===== src/hw/pin_ctrl_pkg.sv =====
/*
  Shared constants for the reset, alarm pin and rate-select control block:
  timing, APB register map, field positions and the three-level pad codes.
  Assumes a single 25 MHz system clock and an APB master with 32-bit data.
*/
// Operation
// - Holding the reset pin low returns all logic and registers to defaults; the rate-select decode and osc_rate_code_out keep following the pins.
// - Clock outputs stay disabled for the whole time reset is held.
// - No output clock after reset until the host has configured the block.
// - Interrupt select set: shared pin is a maskable interrupt, polarity per irq_polarity.
// - Clock-loss select set, interrupt clear: pin shows loss of input clock.
// - In clock-loss mode the pin's active level follows clkloss_polarity.
// - With no function selected the shared pin is high impedance.
// - The two rate-select inputs choose crystal or reference type and frequency.
// - Each rate input decodes low, middle or high; open reads middle; both high unsupported.
// - Input clocks from 2 kHz to 710 MHz are accepted.
package pin_ctrl_pkg;

  // Clock and input clock timing
  localparam int unsigned CLK_HZ = 25_000_000;
  localparam int unsigned IN_MIN_HZ = 2_000;
  localparam longint unsigned IN_MAX_HZ = 710_000_000;
  localparam int unsigned LOS_TIMEOUT_CYC = CLK_HZ / IN_MIN_HZ;
  localparam int unsigned HOST_WAIT_MS = 10;

  // APB register byte addresses
  localparam int ADDR_W = 12;
  localparam int DATA_W = 32;
  localparam logic [ADDR_W-1:0] CTRL_ADDR = 12'h000;
  localparam logic [ADDR_W-1:0] STATUS_ADDR = 12'h004;
  localparam logic [ADDR_W-1:0] INT_STAT_ADDR = 12'h008;
  localparam logic [ADDR_W-1:0] INT_MASK_ADDR = 12'h00c;

  // Control register fields
  localparam int CTRL_W = 6;
  localparam int CTRL_IRQ_SEL = 0;
  localparam int CTRL_IRQ_POL = 1;
  localparam int CTRL_CLK_SEL = 2;
  localparam int CTRL_CLK_POL = 3;
  localparam int CTRL_OUT_EN = 4;
  localparam int CTRL_SOFT_RST = 5;
  localparam logic [CTRL_W-1:0] CTRL_RESET = 6'h0a;

  // Status register fields
  localparam int STAT_LOS = 0;
  localparam int STAT_RATE_BAD = 1;
  localparam int STAT_XTAL_RATE_SEL0_LSB = 2;
  localparam int STAT_XTAL_RATE_SEL1_LSB = 4;

  // Interrupt status and mask fields
  localparam int INT_W = 3;
  localparam int INT_LOS_SET = 0;
  localparam int INT_LOS_CLR = 1;
  localparam int INT_RATE_BAD = 2;
  localparam logic [INT_W-1:0] INT_RESET = 3'h0;

  // Decoded rate levels and pad comparator codes {above_high, above_low}
  typedef enum logic [1:0] {
    RATE_L = 2'b00,
    RATE_M = 2'b01,
    RATE_H = 2'b10
  } rate_level_t;
  localparam logic [1:0] PAD_L = 2'h0;
  localparam logic [1:0] PAD_H = 2'h3;

endpackage


===== src/hw/clk_loss_monitor.sv =====
/*
  Loss-of-signal monitor for the input clock: flags loss when no level change
  is seen for one period of the slowest legal input clock.
  Assumes ref_clock_in is asynchronous; high rates arrive prescaled by the pad.
*/
`timescale 1ns/100ps
`default_nettype none
module clk_loss_monitor #(
  parameter int unsigned TIMEOUT_CYC = pin_ctrl_pkg::LOS_TIMEOUT_CYC
) (
  input wire logic sys_clk_in,
  input wire logic sys_rst_in,
  input wire logic ce_in,
  input wire logic clear_in,
  input wire logic ref_clock_in,
  output logic loss_of_signal_out
);
  localparam int CW = $clog2(TIMEOUT_CYC + 1);

  // Refuse a timeout the counter cannot serve
  if (TIMEOUT_CYC < 2) begin : g_chk
    $error("TIMEOUT_CYC must be at least 2");
  end

  typedef struct packed {
    logic s1;
    logic s2;
    logic prev;
    logic [CW-1:0] cnt;
    logic loss_of_signal;
  } mon_t;

  mon_t q;
  mon_t d;

  // Edge watch and silence counter
  always_comb begin
    d = q;
    d.s1 = ref_clock_in;
    d.s2 = q.s1;
    d.prev = q.s2;
    if (clear_in) begin
      d.cnt = '0;
      d.loss_of_signal = 1'b0;
    end else if (q.s2 != q.prev) begin
      d.cnt = '0;
      d.loss_of_signal = 1'b0;
    end else if (q.cnt == CW'(TIMEOUT_CYC - 1)) begin
      d.loss_of_signal = 1'b1;
    end else begin
      d.cnt = q.cnt + 1'b1;
    end
  end

  // State register, frozen while ce_in is low
  always_ff @(posedge sys_clk_in or posedge sys_rst_in) begin
    if (sys_rst_in) begin
      q <= '0;
    end else if (ce_in) begin
      q <= d;
    end
  end

  assign loss_of_signal_out = q.loss_of_signal;
endmodule
`default_nettype wire


===== src/hw/rate_sel_decode.sv =====
/*
  Three-level rate-select decoder: synchronises the pad comparator pairs of
  both rate pins and decodes low, middle or high for the oscillator.
  Assumes the pad network pulls an open pin to mid-supply.
*/
`timescale 1ns/100ps
`default_nettype none
module rate_sel_decode (
  input wire logic sys_clk_in,
  input wire logic sys_rst_in,
  input wire logic ce_in,
  input wire logic [1:0] xtal_rate_sel0_in,
  input wire logic [1:0] xtal_rate_sel1_in,
  output logic [1:0] xtal_rate_sel0_out,
  output logic [1:0] xtal_rate_sel1_out,
  output logic rate_bad_out
);
  typedef struct packed {
    logic [1:0] s1_0;
    logic [1:0] s1_1;
    logic [1:0] s2_0;
    logic [1:0] s2_1;
    logic [1:0] c0;
    logic [1:0] c1;
    logic bad;
  } dec_t;

  dec_t q;
  dec_t d;

  // Pad code to level; anything not clearly low or high reads middle
  function automatic logic [1:0] level(input logic [1:0] pad);
    case (pad)
      pin_ctrl_pkg::PAD_L: level = pin_ctrl_pkg::RATE_L;
      pin_ctrl_pkg::PAD_H: level = pin_ctrl_pkg::RATE_H;
      default: level = pin_ctrl_pkg::RATE_M;
    endcase
  endfunction

  // Synchronise and decode both pins
  always_comb begin
    d = q;
    d.s1_0 = xtal_rate_sel0_in;
    d.s1_1 = xtal_rate_sel1_in;
    d.s2_0 = q.s1_0;
    d.s2_1 = q.s1_1;
    d.c0 = level(q.s2_0);
    d.c1 = level(q.s2_1);
    d.bad = (d.c0 == pin_ctrl_pkg::RATE_H) && (d.c1 == pin_ctrl_pkg::RATE_H);
  end

  // State register, frozen while ce_in is low
  always_ff @(posedge sys_clk_in or posedge sys_rst_in) begin
    if (sys_rst_in) begin
      q <= '0;
    end else if (ce_in) begin
      q <= d;
    end
  end

  assign xtal_rate_sel0_out = q.c0;
  assign xtal_rate_sel1_out = q.c1;
  assign rate_bad_out = q.bad;
endmodule
`default_nettype wire


===== src/hw/pin_ctrl.sv =====
/*
  Pin control block: external reset, clock output gating, shared interrupt
  or clock-loss alarm pin, rate-select decode, and an APB register file.
  Assumes one 25 MHz clock, an APB master on that clock and asynchronous pins.
*/
`timescale 1ns/100ps
`default_nettype none
module pin_ctrl #(
  parameter int unsigned LOS_TIMEOUT_CYC = pin_ctrl_pkg::LOS_TIMEOUT_CYC
) (
  input wire logic sys_clk_in,
  input wire logic sys_rst_in,
  input wire logic ce_in,
  input wire logic ext_rst_n_in,
  input wire logic ref_clock_in,
  input wire logic [1:0] xtal_rate_sel0_in,
  input wire logic [1:0] xtal_rate_sel1_in,
  input wire logic psel_in,
  input wire logic penable_in,
  input wire logic pwrite_in,
  input wire logic [pin_ctrl_pkg::ADDR_W-1:0] paddr_in,
  input wire logic [pin_ctrl_pkg::DATA_W-1:0] pwdata_in,
  output logic [pin_ctrl_pkg::DATA_W-1:0] prdata_out,
  output logic pready_out,
  output logic pslverr_out,
  output logic irq_out,
  output logic irq_or_clkloss_out,
  output logic irq_or_clkloss_oe_out,
  output logic clk_out_enable_out,
  output logic [3:0] osc_rate_code_out
);
  localparam int CW = pin_ctrl_pkg::CTRL_W;
  localparam int IW = pin_ctrl_pkg::INT_W;
  localparam int DW = pin_ctrl_pkg::DATA_W;

  typedef struct packed {
    logic rst_n_s1;
    logic rst_n_s2;
    logic [CW-1:0] ctrl;
    logic [IW-1:0] int_stat;
    logic [IW-1:0] int_mask;
    logic loss_of_signal;
    logic rate_bad;
    logic [3:0] rate;
    logic pready;
    logic pslverr;
    logic [DW-1:0] prdata;
    logic irq;
    logic pin_out;
    logic pin_oe;
    logic clk_en;
  } state_t;

  // Register defaults; the reset pin synchroniser starts in reset
  localparam state_t RST_S = '{
    ctrl: pin_ctrl_pkg::CTRL_RESET,
    int_stat: pin_ctrl_pkg::INT_RESET,
    int_mask: pin_ctrl_pkg::INT_RESET,
    default: '0
  };

  state_t q;
  state_t d;
  logic los_w;
  logic rate_bad_w;
  logic [1:0] xtal_rate_sel0_w;
  logic [1:0] xtal_rate_sel1_w;
  logic clear_w;
  logic wr;
  logic [IW-1:0] set;
  logic [IW-1:0] w1c;

  // Reset pin, soft reset and the loss monitor clear together
  assign clear_w = !q.rst_n_s2 || q.ctrl[pin_ctrl_pkg::CTRL_SOFT_RST];

  clk_loss_monitor #(
    .TIMEOUT_CYC(LOS_TIMEOUT_CYC)
  ) u_los (
    .sys_clk_in(sys_clk_in),
    .sys_rst_in(sys_rst_in),
    .ce_in(ce_in),
    .clear_in(clear_w),
    .ref_clock_in(ref_clock_in),
    .loss_of_signal_out(los_w)
  );

  rate_sel_decode u_rate (
    .sys_clk_in(sys_clk_in),
    .sys_rst_in(sys_rst_in),
    .ce_in(ce_in),
    .xtal_rate_sel0_in(xtal_rate_sel0_in),
    .xtal_rate_sel1_in(xtal_rate_sel1_in),
    .xtal_rate_sel0_out(xtal_rate_sel0_w),
    .xtal_rate_sel1_out(xtal_rate_sel1_w),
    .rate_bad_out(rate_bad_w)
  );

  // Next-state logic: APB, events, shared pin and reset override
  always_comb begin
    d = q;
    wr = psel_in && penable_in && q.pready && pwrite_in;
    set = '0;
    w1c = '0;
    d.rst_n_s1 = ext_rst_n_in;
    d.rst_n_s2 = q.rst_n_s1;
    d.loss_of_signal = los_w;
    d.rate_bad = rate_bad_w;
    d.rate = {xtal_rate_sel1_w, xtal_rate_sel0_w};
    // Events seen on rising or falling alarm levels
    set[pin_ctrl_pkg::INT_LOS_SET] = los_w && !q.loss_of_signal;
    set[pin_ctrl_pkg::INT_LOS_CLR] = !los_w && q.loss_of_signal;
    set[pin_ctrl_pkg::INT_RATE_BAD] = rate_bad_w && !q.rate_bad;
    // Access phase answered one cycle later from registers
    d.pready = 1'b0;
    d.pslverr = 1'b0;
    if (psel_in && penable_in && !q.pready) begin
      d.pready = 1'b1;
      d.prdata = '0;
      case (paddr_in)
        pin_ctrl_pkg::CTRL_ADDR: begin
          d.prdata = DW'(q.ctrl);
        end
        pin_ctrl_pkg::STATUS_ADDR: begin
          d.prdata[pin_ctrl_pkg::STAT_LOS] = q.loss_of_signal;
          d.prdata[pin_ctrl_pkg::STAT_RATE_BAD] = q.rate_bad;
          d.prdata[pin_ctrl_pkg::STAT_XTAL_RATE_SEL0_LSB +: 2] = q.rate[1:0];
          d.prdata[pin_ctrl_pkg::STAT_XTAL_RATE_SEL1_LSB +: 2] = q.rate[3:2];
        end
        pin_ctrl_pkg::INT_STAT_ADDR: begin
          d.prdata = DW'(q.int_stat);
        end
        pin_ctrl_pkg::INT_MASK_ADDR: begin
          d.prdata = DW'(q.int_mask);
        end
        default: begin
          d.pslverr = 1'b1;
        end
      endcase
    end
    // Writes take effect on the edge that completes the transfer
    if (wr) begin
      case (paddr_in)
        pin_ctrl_pkg::CTRL_ADDR: d.ctrl = pwdata_in[CW-1:0];
        pin_ctrl_pkg::INT_STAT_ADDR: w1c = pwdata_in[IW-1:0];
        pin_ctrl_pkg::INT_MASK_ADDR: d.int_mask = pwdata_in[IW-1:0];
        default: ;
      endcase
    end
    // Sticky status: a new event wins over a clear in the same cycle
    d.int_stat = (q.int_stat & ~w1c) | set;
    d.irq = |(d.int_stat & d.int_mask);
    // Shared pin: interrupt first, then clock-loss alarm, else released
    if (d.ctrl[pin_ctrl_pkg::CTRL_IRQ_SEL]) begin
      d.pin_oe = 1'b1;
      d.pin_out = d.ctrl[pin_ctrl_pkg::CTRL_IRQ_POL] ? d.irq : !d.irq;
    end else if (d.ctrl[pin_ctrl_pkg::CTRL_CLK_SEL]) begin
      d.pin_oe = 1'b1;
      d.pin_out = d.ctrl[pin_ctrl_pkg::CTRL_CLK_POL] ? d.loss_of_signal : !d.loss_of_signal;
    end else begin
      d.pin_oe = 1'b0;
      d.pin_out = 1'b0;
    end
    // Output clock only once the host has enabled it
    d.clk_en = d.ctrl[pin_ctrl_pkg::CTRL_OUT_EN];
    // Reset pin low or soft reset: defaults, outputs off, pin released
    if (clear_w) begin
      d.ctrl = pin_ctrl_pkg::CTRL_RESET;
      d.int_stat = pin_ctrl_pkg::INT_RESET;
      d.int_mask = pin_ctrl_pkg::INT_RESET;
      d.irq = 1'b0;
      d.pin_oe = 1'b0;
      d.pin_out = 1'b0;
      d.clk_en = 1'b0;
    end
  end

  // State register, frozen while ce_in is low
  always_ff @(posedge sys_clk_in or posedge sys_rst_in) begin
    if (sys_rst_in) begin
      q <= RST_S;
    end else if (ce_in) begin
      q <= d;
    end
  end

  // All outputs straight from the state register
  assign prdata_out = q.prdata;
  assign pready_out = q.pready;
  assign pslverr_out = q.pslverr;
  assign irq_out = q.irq;
  assign irq_or_clkloss_out = q.pin_out;
  assign irq_or_clkloss_oe_out = q.pin_oe;
  assign clk_out_enable_out = q.clk_en;
  assign osc_rate_code_out = q.rate;
endmodule
`default_nettype wire


===== config.mk =====
export PLATFORM = sky130hd
export DESIGN_NAME = pin_ctrl
export DESIGN_NICKNAME = d
export VERILOG_FILES = /design/src/hw/pin_ctrl_pkg.sv /design/src/hw/clk_loss_monitor.sv /design/src/hw/rate_sel_decode.sv /design/src/hw/pin_ctrl.sv
export SDC_FILE = /design/constraint.sdc
export NUM_CORES = 1
export LEC_CHECK = 0
export BUFFER_PORTS_ARGS = -buffer_cell sky130_fd_sc_hd__clkbuf_2
export CELL_PAD_IN_SITES_DETAIL_PLACEMENT = 0
export CELL_PAD_IN_SITES_GLOBAL_PLACEMENT = 1
export CORE_MARGIN = 3
export CORE_UTILIZATION = 45
export CTS_BUF_LIST = sky130_fd_sc_hd__clkbuf_8
export CTS_CLUSTER_SIZE = 14
export DETAILED_ROUTE_END_ITERATION = 6
export GPL_TIMING_DRIVEN = 1
export HOLD_SLACK_MARGIN = 0.02
export PLACE_DENSITY = 0.95
export SLEW_MARGIN = 20
export SYNTH_ARGS = -nofsm -noshare
export SYNTH_HDL_FRONTEND = slang
export SYNTH_HIERARCHICAL = 1
export SYNTH_SLANG_ARGS = --single-unit

===== constraint.sdc =====
create_clock -name sys_clk_in -period 5.9 [get_ports sys_clk_in]
set_input_delay 0.885 -clock sys_clk_in [delete_from_list [all_inputs] [get_ports sys_clk_in]]
set_output_delay 0.885 -clock sys_clk_in [all_outputs]
set_load 0.02 [all_outputs]

# Word-level counts from Yosys, hierarchy flattened

Cells that the tools add are included.

Add/sub/neg operators: 1
Equality and inequality tests: 10
Multiplexer cells: 21
Bitwise gates (word level): 4
Reductions and logical operators: 27

Operators with widths:

| cell                    | number |
|---|---|
| $mux W34                | 1 |
| $mux W15                | 2 |
| $eq A12 B4 Y1 const B   | 2 |
| $pmux W6 S4             | 1 |
| $add A14 B1 Y14 const B | 1 |
| $eq A14 B14 Y1 const B  | 1 |
| $mux W14                | 1 |
| $eq A12 B3 Y1 const B   | 1 |
| $logic_not A12 Y1       | 1 |
| $mux W12                | 1 |
| $mux W3                 | 4 |
| $mux W6                 | 2 |
| $eq A2 B2 Y1 const B    | 4 |
| $logic_and A1 B1 Y1     | 8 |
| $pmux W2 S2             | 2 |
| $and A3 B3 Y3           | 2 |
| $logic_not A1 Y1        | 6 |
| $reduce_and A2 Y1       | 3 |
| $logic_not A2 Y1        | 2 |
| $mux W1                 | 4 |
| $mux W2                 | 2 |
| $mux W4                 | 1 |
| $reduce_bool A2 Y1      | 2 |
| $reduce_or A4 Y1        | 1 |
| other kinds (8)         | 8 |

Flip-flop bits (word level): 63
Input port bits: 56
Logic and storage cells: 91

# Depth between registers and ports, before layout

Gate-level depths: netlist of run 1.

Word-level depth: 13
Gate-level depth with buffers: 8
Gate-level depth less buffers: 7

# Hierarchy

The synthesis of run 1 kept the hierarchy.

Modules (own cells, without submodules):

| module           | times used | cells each | area an instance (um^2) | sequential area each (um^2) |
|---|---|---|---|---|
| pin_ctrl         | 1          | 193        | 1,916.8                 | 778.2 |
| clk_loss_monitor | 1          | 101        | 999.7                   | 450.4 |
| rate_sel_decode  | 1          | 37         | 586.8                   | 325.3 |

# Worst setup path before layout of run 1

No wires, ideal clock.

Kind: in2reg
From: input port paddr_in[1] (netlist name)
To: register q, in the netlist irq_or_clkloss_out
Arrival time: 2,711 ps
Required time: 5,774 ps
Path slack: 3,063 ps
Stages on the path: 7
Path buffers: 0
Cell sequence: or4_4 -> nor4_4 -> o22ai_1 -> a221oi_1 -> a211oi_2 -> xnor2_1 -> o32a_1

Word-level cells in the longest chain between the ends: 12
Elaborated cells between the ends (all ways): 20
Classes of those cells: eq/ne (2); mux (11); bitwise (4); reduce/logical (3)

RTL lines:

| element              | RTL line        | RTL |
|---|---|---|
| start, declared      | pin_ctrl.sv:21  | `input wire logic [pin_ctrl_pkg::ADDR_W-1:0] paddr_in,` |
| $eq A12 B4 Y1        | pin_ctrl.sv:142 | `case (paddr_in)` |
| $mux W3              | pin_ctrl.sv:142 |  |
| $mux W3              | pin_ctrl.sv:141 | `if (wr) begin` |
| $not A3 Y3           | pin_ctrl.sv:150 | `d.int_stat = (q.int_stat & ~w1c) \| set;` |
| $and A3 B3 Y3        | pin_ctrl.sv:150 |  |
| $or A3 B3 Y3         | pin_ctrl.sv:150 |  |
| $and A3 B3 Y3        | pin_ctrl.sv:151 | `d.irq = \|(d.int_stat & d.int_mask);` |
| $reduce_or A3 Y1     | pin_ctrl.sv:151 |  |
| $logic_not A1 Y1     | pin_ctrl.sv:155 | `d.pin_out = d.ctrl[pin_ctrl_pkg::CTRL_IRQ_POL] ? d.irq : !d.irq;` |
| $mux W1              | pin_ctrl.sv:155 |  |
| $mux W2 *            | pin_ctrl.sv:153 | `if (d.ctrl[pin_ctrl_pkg::CTRL_IRQ_SEL]) begin` |
| $mux W4 *            | pin_ctrl.sv:166 | `if (clear_w) begin` |
| end signal, assigned | pin_ctrl.sv:180 | `q <= RST_S;` |
| end signal, assigned | pin_ctrl.sv:182 | `q <= d;` |
| end, declared        | pin_ctrl.sv:62  | `state_t q;` |

Mark *: on every way between the ends. The rest lies on a longest branch, timed or not. The select of a mux whose other input is x is not followed.
A chain may end at the register's enable or synchronous reset.

# Worst setup path after layout of run 1

Same ends and word-level chain as after synthesis.

==> impl_metrics.env, run 1 <==
export IMPL_p_sw_uw=297.1
export IMPL_grt_ovfl_total=0
export IMPL_critical_path_required_ns=6.13
export IMPL_r2r_start="pready_out"
export IMPL_slew_violations=0
export IMPL_relSlewSlack_pct=50.81
export IMPL_hold_class="flip-flop to flip-flop"
export IMPL_min_to="irq_or_clkloss_oe_out"
export IMPL_crit_path_end_kind="flip-flop"
export IMPL_worstSetupStartpointType="input port"
export IMPL_vias=2485
export IMPL_ys_flop_type="dfrtp_1"
export IMPL_fillers=680
export IMPL_design_die_area_sq_mm=0.008880
export IMPL_p_clk_share_pct=36.6
export IMPL_grt_total_usage_pct=17.28
export IMPL_clock_skew_ns=0.008622
export IMPL_peakVddDrop_mv=0.1905
export IMPL_period_needed_ns=2.838
export IMPL_clock_latency_ns=0.34
export IMPL_clock_sinks=62
export IMPL_ant_nets=0
export IMPL_drive_above_1_share_pct=28.18
export IMPL_synth_avg_cell_area_sq_um=10.58
export IMPL_cts_root_buf="clkbuf_8"
export IMPL_post_place_ws_ns=2.716
export IMPL_synth_xor_area_share_pct=1.000
export IMPL_async_flop_share_pct=100.0
export IMPL_die_x_um=94.24
export IMPL_postCtsHoldBufs=0
export IMPL_grt_max_degree=32
export IMPL_seq_area_sq_mm=0.001554
export IMPL_p_comb_share_pct=15.8
export IMPL_cts_resized=0
export IMPL_fin_crit_sh_pct=48.10
export IMPL_p_per_area_mw_per_mm2=268.9
export IMPL_dp_cells=452
export IMPL_area_delta_synth_final_pct=7.786
export IMPL_critPathArrivalTime_ns=3.06
export IMPL_synth_compound_area_share_pct=11.82
export IMPL_drtPass1Iterations=4
export IMPL_synth_edff_count=0
export IMPL_fp_coreArea_sq_mm=0.007408
export IMPL_critPathMaxFanout=5
export IMPL_fp_dieH_um=94.24
export IMPL_stdcell_area_sq_mm=0.003776
export IMPL_antenna_found_initial=0
export IMPL_setup_ws_ns=3.062
export IMPL_ys_warnings_count=6
export IMPL_switching_share_pct=29.26
export IMPL_cts_tree="yes"
export IMPL_rr_endpoint="irq_or_clkloss_out"
export IMPL_stdcell_count=468
export IMPL_max_freq_ghz=0.3524
export IMPL_setup_viol=0
export IMPL_finalHoldViolCount=0
export IMPL_max_cap_violations=0
export IMPL_ys_ff_latch=62
export IMPL_p_seq_share_pct=47.6
export IMPL_cts_buffers=9
export IMPL_drtIter0Drc=97
export IMPL_pin_count=98
export IMPL_first_global_vias=2500
export IMPL_totalWireLength_um=7057
export IMPL_worst_slew_pin_slew_ns=0.7317
export IMPL_clockBufferDepth=2
export IMPL_detail_route_vias_per_cell=5.310
export IMPL_grt_pass1_wl_um=11850
export IMPL_drc=0
export IMPL_dp_hpwl_um=5221
export IMPL_wl_per_cell_um=15.08
export IMPL_ys_seq_area_share_pct=44.36
export IMPL_synth_cell_types=59
export IMPL_num_rows=31
export IMPL_r2r_setup_slack_ns=3.67
export IMPL_synth_area_mux_share_pct=12.79
export IMPL_placed_cell_area_sq_mm=0.003580
export IMPL_whs_path_depth=1
export IMPL_setup_tns_ns=0
export IMPL_status="finished clean"
export IMPL_mappedNetlistArea_sq_mm=0.003503
export IMPL_numPortBuffers=45
export IMPL_yosys_area_share_simple_pct=15.36
export IMPL_synth_cells=331
export IMPL_nets=424
export IMPL_post_cts_buffers=0
export IMPL_internal_power_uw=718.3
export IMPL_synth_adder_area_share_pct=1.429
export IMPL_place_congestion=0.8508
export IMPL_htreeDepth=3
export IMPL_antenna_cells=0
export IMPL_critPathKind="input port to flip-flop"
export IMPL_r2r_cells=5
export IMPL_clk_pin_slew_ns=0.07
export IMPL_rsz0062_at_grt="no"
export IMPL_min_from="irq_or_clkloss_oe_out"
export IMPL_p_leak_uw=0.001760
export IMPL_multiInputGateArea_sq_mm=0.001583
export IMPL_synth_top_family_by_area="simple AND/OR/NAND/NOR gates"
export IMPL_start_util_pct=47.29
## logic make-up (layout without fill, tap and decap cells)
logic type | count (synthesis) | in the layout
simple gates | 89 | 89
buf+inv | 71 | 84
compound gates | 65 | 65
flops | 62 | 62
mux | 35 | 35
fa+ha+maj | 4 | 4
xor+xnor | 4 | 4
other cells | 1 | 26
## flip-flops by register name, summed over array words and instances, names as in the netlist
| register | flops |
|---|---|
| u_los/loss_of_signal_out | 1 |
| d | 1 |
| u_los/d | 2 |
| irq_or_clkloss_oe_out | 1 |
| pready_out | 1 |
| u_rate/q | 4 |
| u_los/q | 15 |
| u_rate/xtal_rate_sel0_out | 2 |
| osc_rate_code_out | 4 |
| q | 15 |
| u_rate/xtal_rate_sel1_out | 2 |
| prdata_out | 6 |
| u_rate/rate_bad_out | 1 |
| u_rate/d | 4 |
| irq_out | 1 |
| pslverr_out | 1 |
| irq_or_clkloss_out | 1 |
## stage by stage
step / util, % / total power (uW) / hold WS (ns)
final: 50.97 / 1015 / 0.4788
after global routing: 50.97 / 1066 / 0.5085
after CTS: 50.97 / 1029 / 0.4805
after detailed placement: 48.32 / 652.4 / 0.4661
after global placement: 48.32 / 643.1 / 0.4602
after floorplan: - / 636.2 / 0.4369
## critical path, stage by stage
cell      delay [ns]
clkbuf_2        0.09
or4_4           0.57
nor4_2          0.70
mux2i_1         0.39
xnor2_1         0.13
o32a_1          0.29
## Yosys cell counts, types with 2 or more instances
cell	number	area [sq um]
a21o_1	2	15.01
a21oi_1	10	50.05
a221oi_1	2	17.52
and3_1	3	18.77
and4_1	2	17.52
buf_4	42	315.3
buf_6	2	22.52
clkbuf_1	3	11.26
clkbuf_8	2	27.53
dfrtp_1	60	1501
dfstp_2	2	52.55
ha_1	4	50.05
inv_1	20	75.07
mux2_2	16	180.2
mux2_4	8	120.1
mux2i_1	8	80.08
mux4_2	3	67.56
nand2_1	20	75.07
nand2b_1	2	12.51
nand3_1	11	55.05
nand4_1	7	43.79
nor2_1	10	37.54
nor2b_1	3	18.77
nor3_1	4	20.02
nor3b_1	2	15.01
nor4_1	3	18.77
nor4b_1	2	17.52
o21ai_0	28	140.1
o22a_1	2	17.52
o22ai_1	3	18.77
o2bb2ai_1	7	61.31
or2b_2	3	26.28
or3_1	6	37.54
or4_4	2	22.52
xnor2_1	3	26.28
## per-layer routing
layer | wire length (um) | global-route usage [%] | part of all wire [%] | vias up
met1 | 3074 | 20.40 | 44 | 1217
met3 | 400 | 4.487 | 5.7 | 8
met2 | 3480 | 29.61 | 49 | 77
met5 | 0 | 0 | 0 | -
met4 | 101 | 7.341 | 1.4 | 0
li1 | - | - | - | 1183
## power by group through the flow
stage / clock [uW] / combinational (uW) / sequential (uW)
global placement: 0 / 155 / 489
detailed placement: 0 / 161 / 492
global route: 401 / 177 / 489
finish: 372 / 161 / 483
CTS: 384 / 162 / 483
floorplan: 0 / 152 / 484
## placed cells by master, fill, tap and decap left out, types with 3 or more instances in the layout
cell / instances
inv_1: 20
clkbuf_8: 9
dfrtp_1: 60
mux2_4: 8
ha_1: 4
mux2i_1: 8
nor4_1: 3
nor3_1: 4
nor2b_1: 3
mux4_2: 3
nand4_1: 7
o2bb2ai_1: 7
nand2_1: 20
conb_1: 26
a21oi_1: 10
nor2_1: 10
or2b_2: 3
or3_1: 6
nand3_1: 11
xnor2_1: 3
and3_1: 3
clkbuf_2: 45
o21ai_0: 28
o22ai_1: 3
mux2_2: 16
## worst max-delay path by stage
stage	from	slack (ns)	endpoint	cells after the start
floorplan	paddr_in[1]	3.06	irq_or_clkloss_out	7
global placement	paddr_in[1]	2.79	irq_or_clkloss_out	8
detailed placement	paddr_in[1]	2.72	irq_or_clkloss_out	8
CTS	paddr_in[1]	3.08	irq_or_clkloss_out	8
global route	paddr_in[1]	3.00	irq_or_clkloss_out	8
finish	paddr_in[1]	3.06	irq_or_clkloss_out	6
## cell type report
cell class,count,share of cell area [%]
Timing Repair Buffer,47,6.362
Clock buffer,9,3.280
Sequential cell,62,41.15
Tap cell,99,3.280
Multi-Input combinational cell,223,41.92
Clock inverter,7,1.922
Inverter,21,2.087
Power figures use the tool's default switching activity.
==> inputs of run 2 (changes only) <==
- CORE_UTILIZATION: 45 -> 41
- PLACE_DENSITY: 0.95 -> 0.9
- clock period: 5.9 -> 2.8 ns (I/O delays scaled with it)
==> run 2 against run 1 <==
Net effect:
- clock skew hardly changed
- die area up 9.1%
- flip-flop and latch count unchanged
- final cell count grew 2.6%
- hold slack got worse by 0.36 ns
- worst setup slack worse by 2.6 ns
- via count rose by 0.52%
==> impl_metrics.env, run 2 (same netlist as run 1, synthesis figures left out) <==
export IMPL_status="finished clean"
export IMPL_stdcell_area_sq_mm=0.003855
export IMPL_clock_latency_ns=0.34
export IMPL_relSlewSlack_pct=52.56
export IMPL_max_cap_violations=0
export IMPL_worstSetupStartpointType="input port"
export IMPL_pin_count=98
export IMPL_clock_sinks=62
export IMPL_detail_route_vias_per_cell=5.204
export IMPL_clock_skew_ns=0.008635
export IMPL_p_clk_share_pct=38.9
export IMPL_drtPass1Iterations=5
export IMPL_nets=430
export IMPL_die_x_um=98.44
export IMPL_slowest_stage="or4_4"
export IMPL_grt_ovfl_total=0
export IMPL_p_seq_share_pct=45.5
export IMPL_period_needed_ns=2.358
export IMPL_postCtsHoldBufs=0
export IMPL_grt_total_usage_pct=15.10
export IMPL_area_delta_synth_final_pct=10.04
export IMPL_post_cts_buffers=0
export IMPL_antenna_cells=0
export IMPL_fp_coreArea_sq_mm=0.008258
export IMPL_cts_root_buf="clkbuf_8"
export IMPL_max_stage_delay_ns=0.57
export IMPL_peakVddDrop_mv=0.2903
export IMPL_antenna_found_initial=0
export IMPL_critPathArrivalTime_ns=2.57
export IMPL_r2r_start="pready_out"
export IMPL_setup_ws_ns=0.4424
export IMPL_worst_slew_pin_slew_ns=0.7108
export IMPL_r2r_cells=7
export IMPL_clockBufferDepth=2
export IMPL_cts_tree="yes"
export IMPL_drive_above_1_share_pct=29.33
export IMPL_p_comb_share_pct=15.5
export IMPL_placed_cell_area_sq_mm=0.003632
export IMPL_design_die_area_sq_mm=0.009689
export IMPL_cts_buffers=9
export IMPL_cp_cell_sequence="clkbuf_2 > or4_4 > nor4_4 > o22ai_1 > a221oi_1 > a211oi_2 > xnor2_1 > o32a_1"
export IMPL_critical_path_required_ns=3.02
export IMPL_p_leak_uw=0.001801
export IMPL_critPathMaxFanout=8
export IMPL_layout_commonest_cell="dfrtp_1"
export IMPL_slew_violations=0
export IMPL_final_cell_mix="dfrtp_1 (60), clkbuf_2 (45), o21ai_0 (28)"
export IMPL_place_congestion=0.7999
export IMPL_cts_resized=0
export IMPL_critPathKind="input port to flip-flop"
export IMPL_setup_viol=0
export IMPL_first_global_vias=2451
export IMPL_rsz0062_at_grt="no"
export IMPL_hold_class="input port to async pin"
export IMPL_critPathBufInv=1
export IMPL_holdWs_ns=0.1184
export IMPL_totalWireLength_um=7040
export IMPL_crit_path_end_kind="flip-flop"
export IMPL_fin_crit_sh_pct=84.20
export IMPL_cp_endpoint="irq_or_clkloss_out"
export IMPL_num_rows=33
export IMPL_internal_power_uw=1630
export IMPL_start_util_pct=42.42
export IMPL_clk_pin_slew_ns=0.07
export IMPL_drc=0
export IMPL_r2r_setup_slack_ns=0.56
export IMPL_wl_per_cell_um=14.67
export IMPL_ant_nets=0
export IMPL_rr_endpoint="irq_or_clkloss_out"
export IMPL_grt_max_degree=32
export IMPL_finish_utilization_pct=46.68
export IMPL_fillers=775
export IMPL_htreeDepth=3
export IMPL_fp_dieH_um=98.44
export IMPL_max_freq_ghz=0.4242
export IMPL_path_delay_family="simple AND/OR/NAND/NOR gates"
export IMPL_grt_pass1_wl_um=11820
export IMPL_crit_path_start="paddr_in[1]"
export IMPL_cp_depth=8
export IMPL_drtIter0Drc=92
export IMPL_p_per_area_mw_per_mm2=580.5
export IMPL_setup_tns_ns=0
export IMPL_p_sw_uw=608.1
export IMPL_numPortBuffers=45
export IMPL_dp_hpwl_um=5126
export IMPL_switching_share_pct=27.18
export IMPL_post_place_ws_ns=0.08546
export IMPL_vias=2498
export IMPL_finalHoldViolCount=0
-- run 2: changes by cell type in the layout (fill, tap and decap cells not counted), sizes merged --
cell,before,now
buf,2,8
inv,22,20
bufinv,1,2
clkbuf,54,55
-- run 2: worst min-delay path by stage --
stage,start,to,cells past startpoint,slack [ns]
after floorplan,sys_rst_in,u_rate/d[5],1,0.30
after global placement,u_los/q[8],u_los/q[8],1,0.46
after detailed placement,u_los/q[8],u_los/q[8],1,0.46
after CTS,sys_rst_in,u_rate/xtal_rate_sel1_out[0],2,0.12
after global routing,sys_rst_in,u_rate/xtal_rate_sel0_out[1],2,0.14
final,sys_rst_in,u_rate/d[5],2,0.12
-- run 2: power by group through the flow --
stage	registers, uW	logic [uW]	clock network, uW
final	1020	347	871
after global routing	1030	382	939
after CTS	1020	349	899
after detailed placement	1040	343	0
after global placement	1030	333	0
after floorplan	1020	321	0
-- run 2: metal layers --
metal  track usage, %  wire (um)  up-vias
met2            24.70       3427       81
met5                0          0        -
li1                 -          -     1198
met1            19.28       3116     1211
met4            4.307         61        0
met3            4.954        434        8
-- run 2: per-stage QoR --
| stage | power [uW] | instances |
|---|---|---|
| after global placement | 1363 | 464 |
| after global routing | 2349 | 480 |
| final | 2238 | 480 |
| after detailed placement | 1379 | 464 |
| after CTS | 2267 | 480 |
| after floorplan | 1341 | 356 |
-- run 2: final cells by class --
class | instances | area (sq um) | area share [%]
clock buffers | 10 | 137.6 | 3.570
clock inverters | 6 | 85.08 | 2.207
inverters | 21 | 78.83 | 2.045
multi-input cells | 223 | 1583 | 41.06
flip-flops and latches | 62 | 1554 | 40.31
well taps | 105 | 131.4 | 3.408
repair buffers | 53 | 285.3 | 7.400
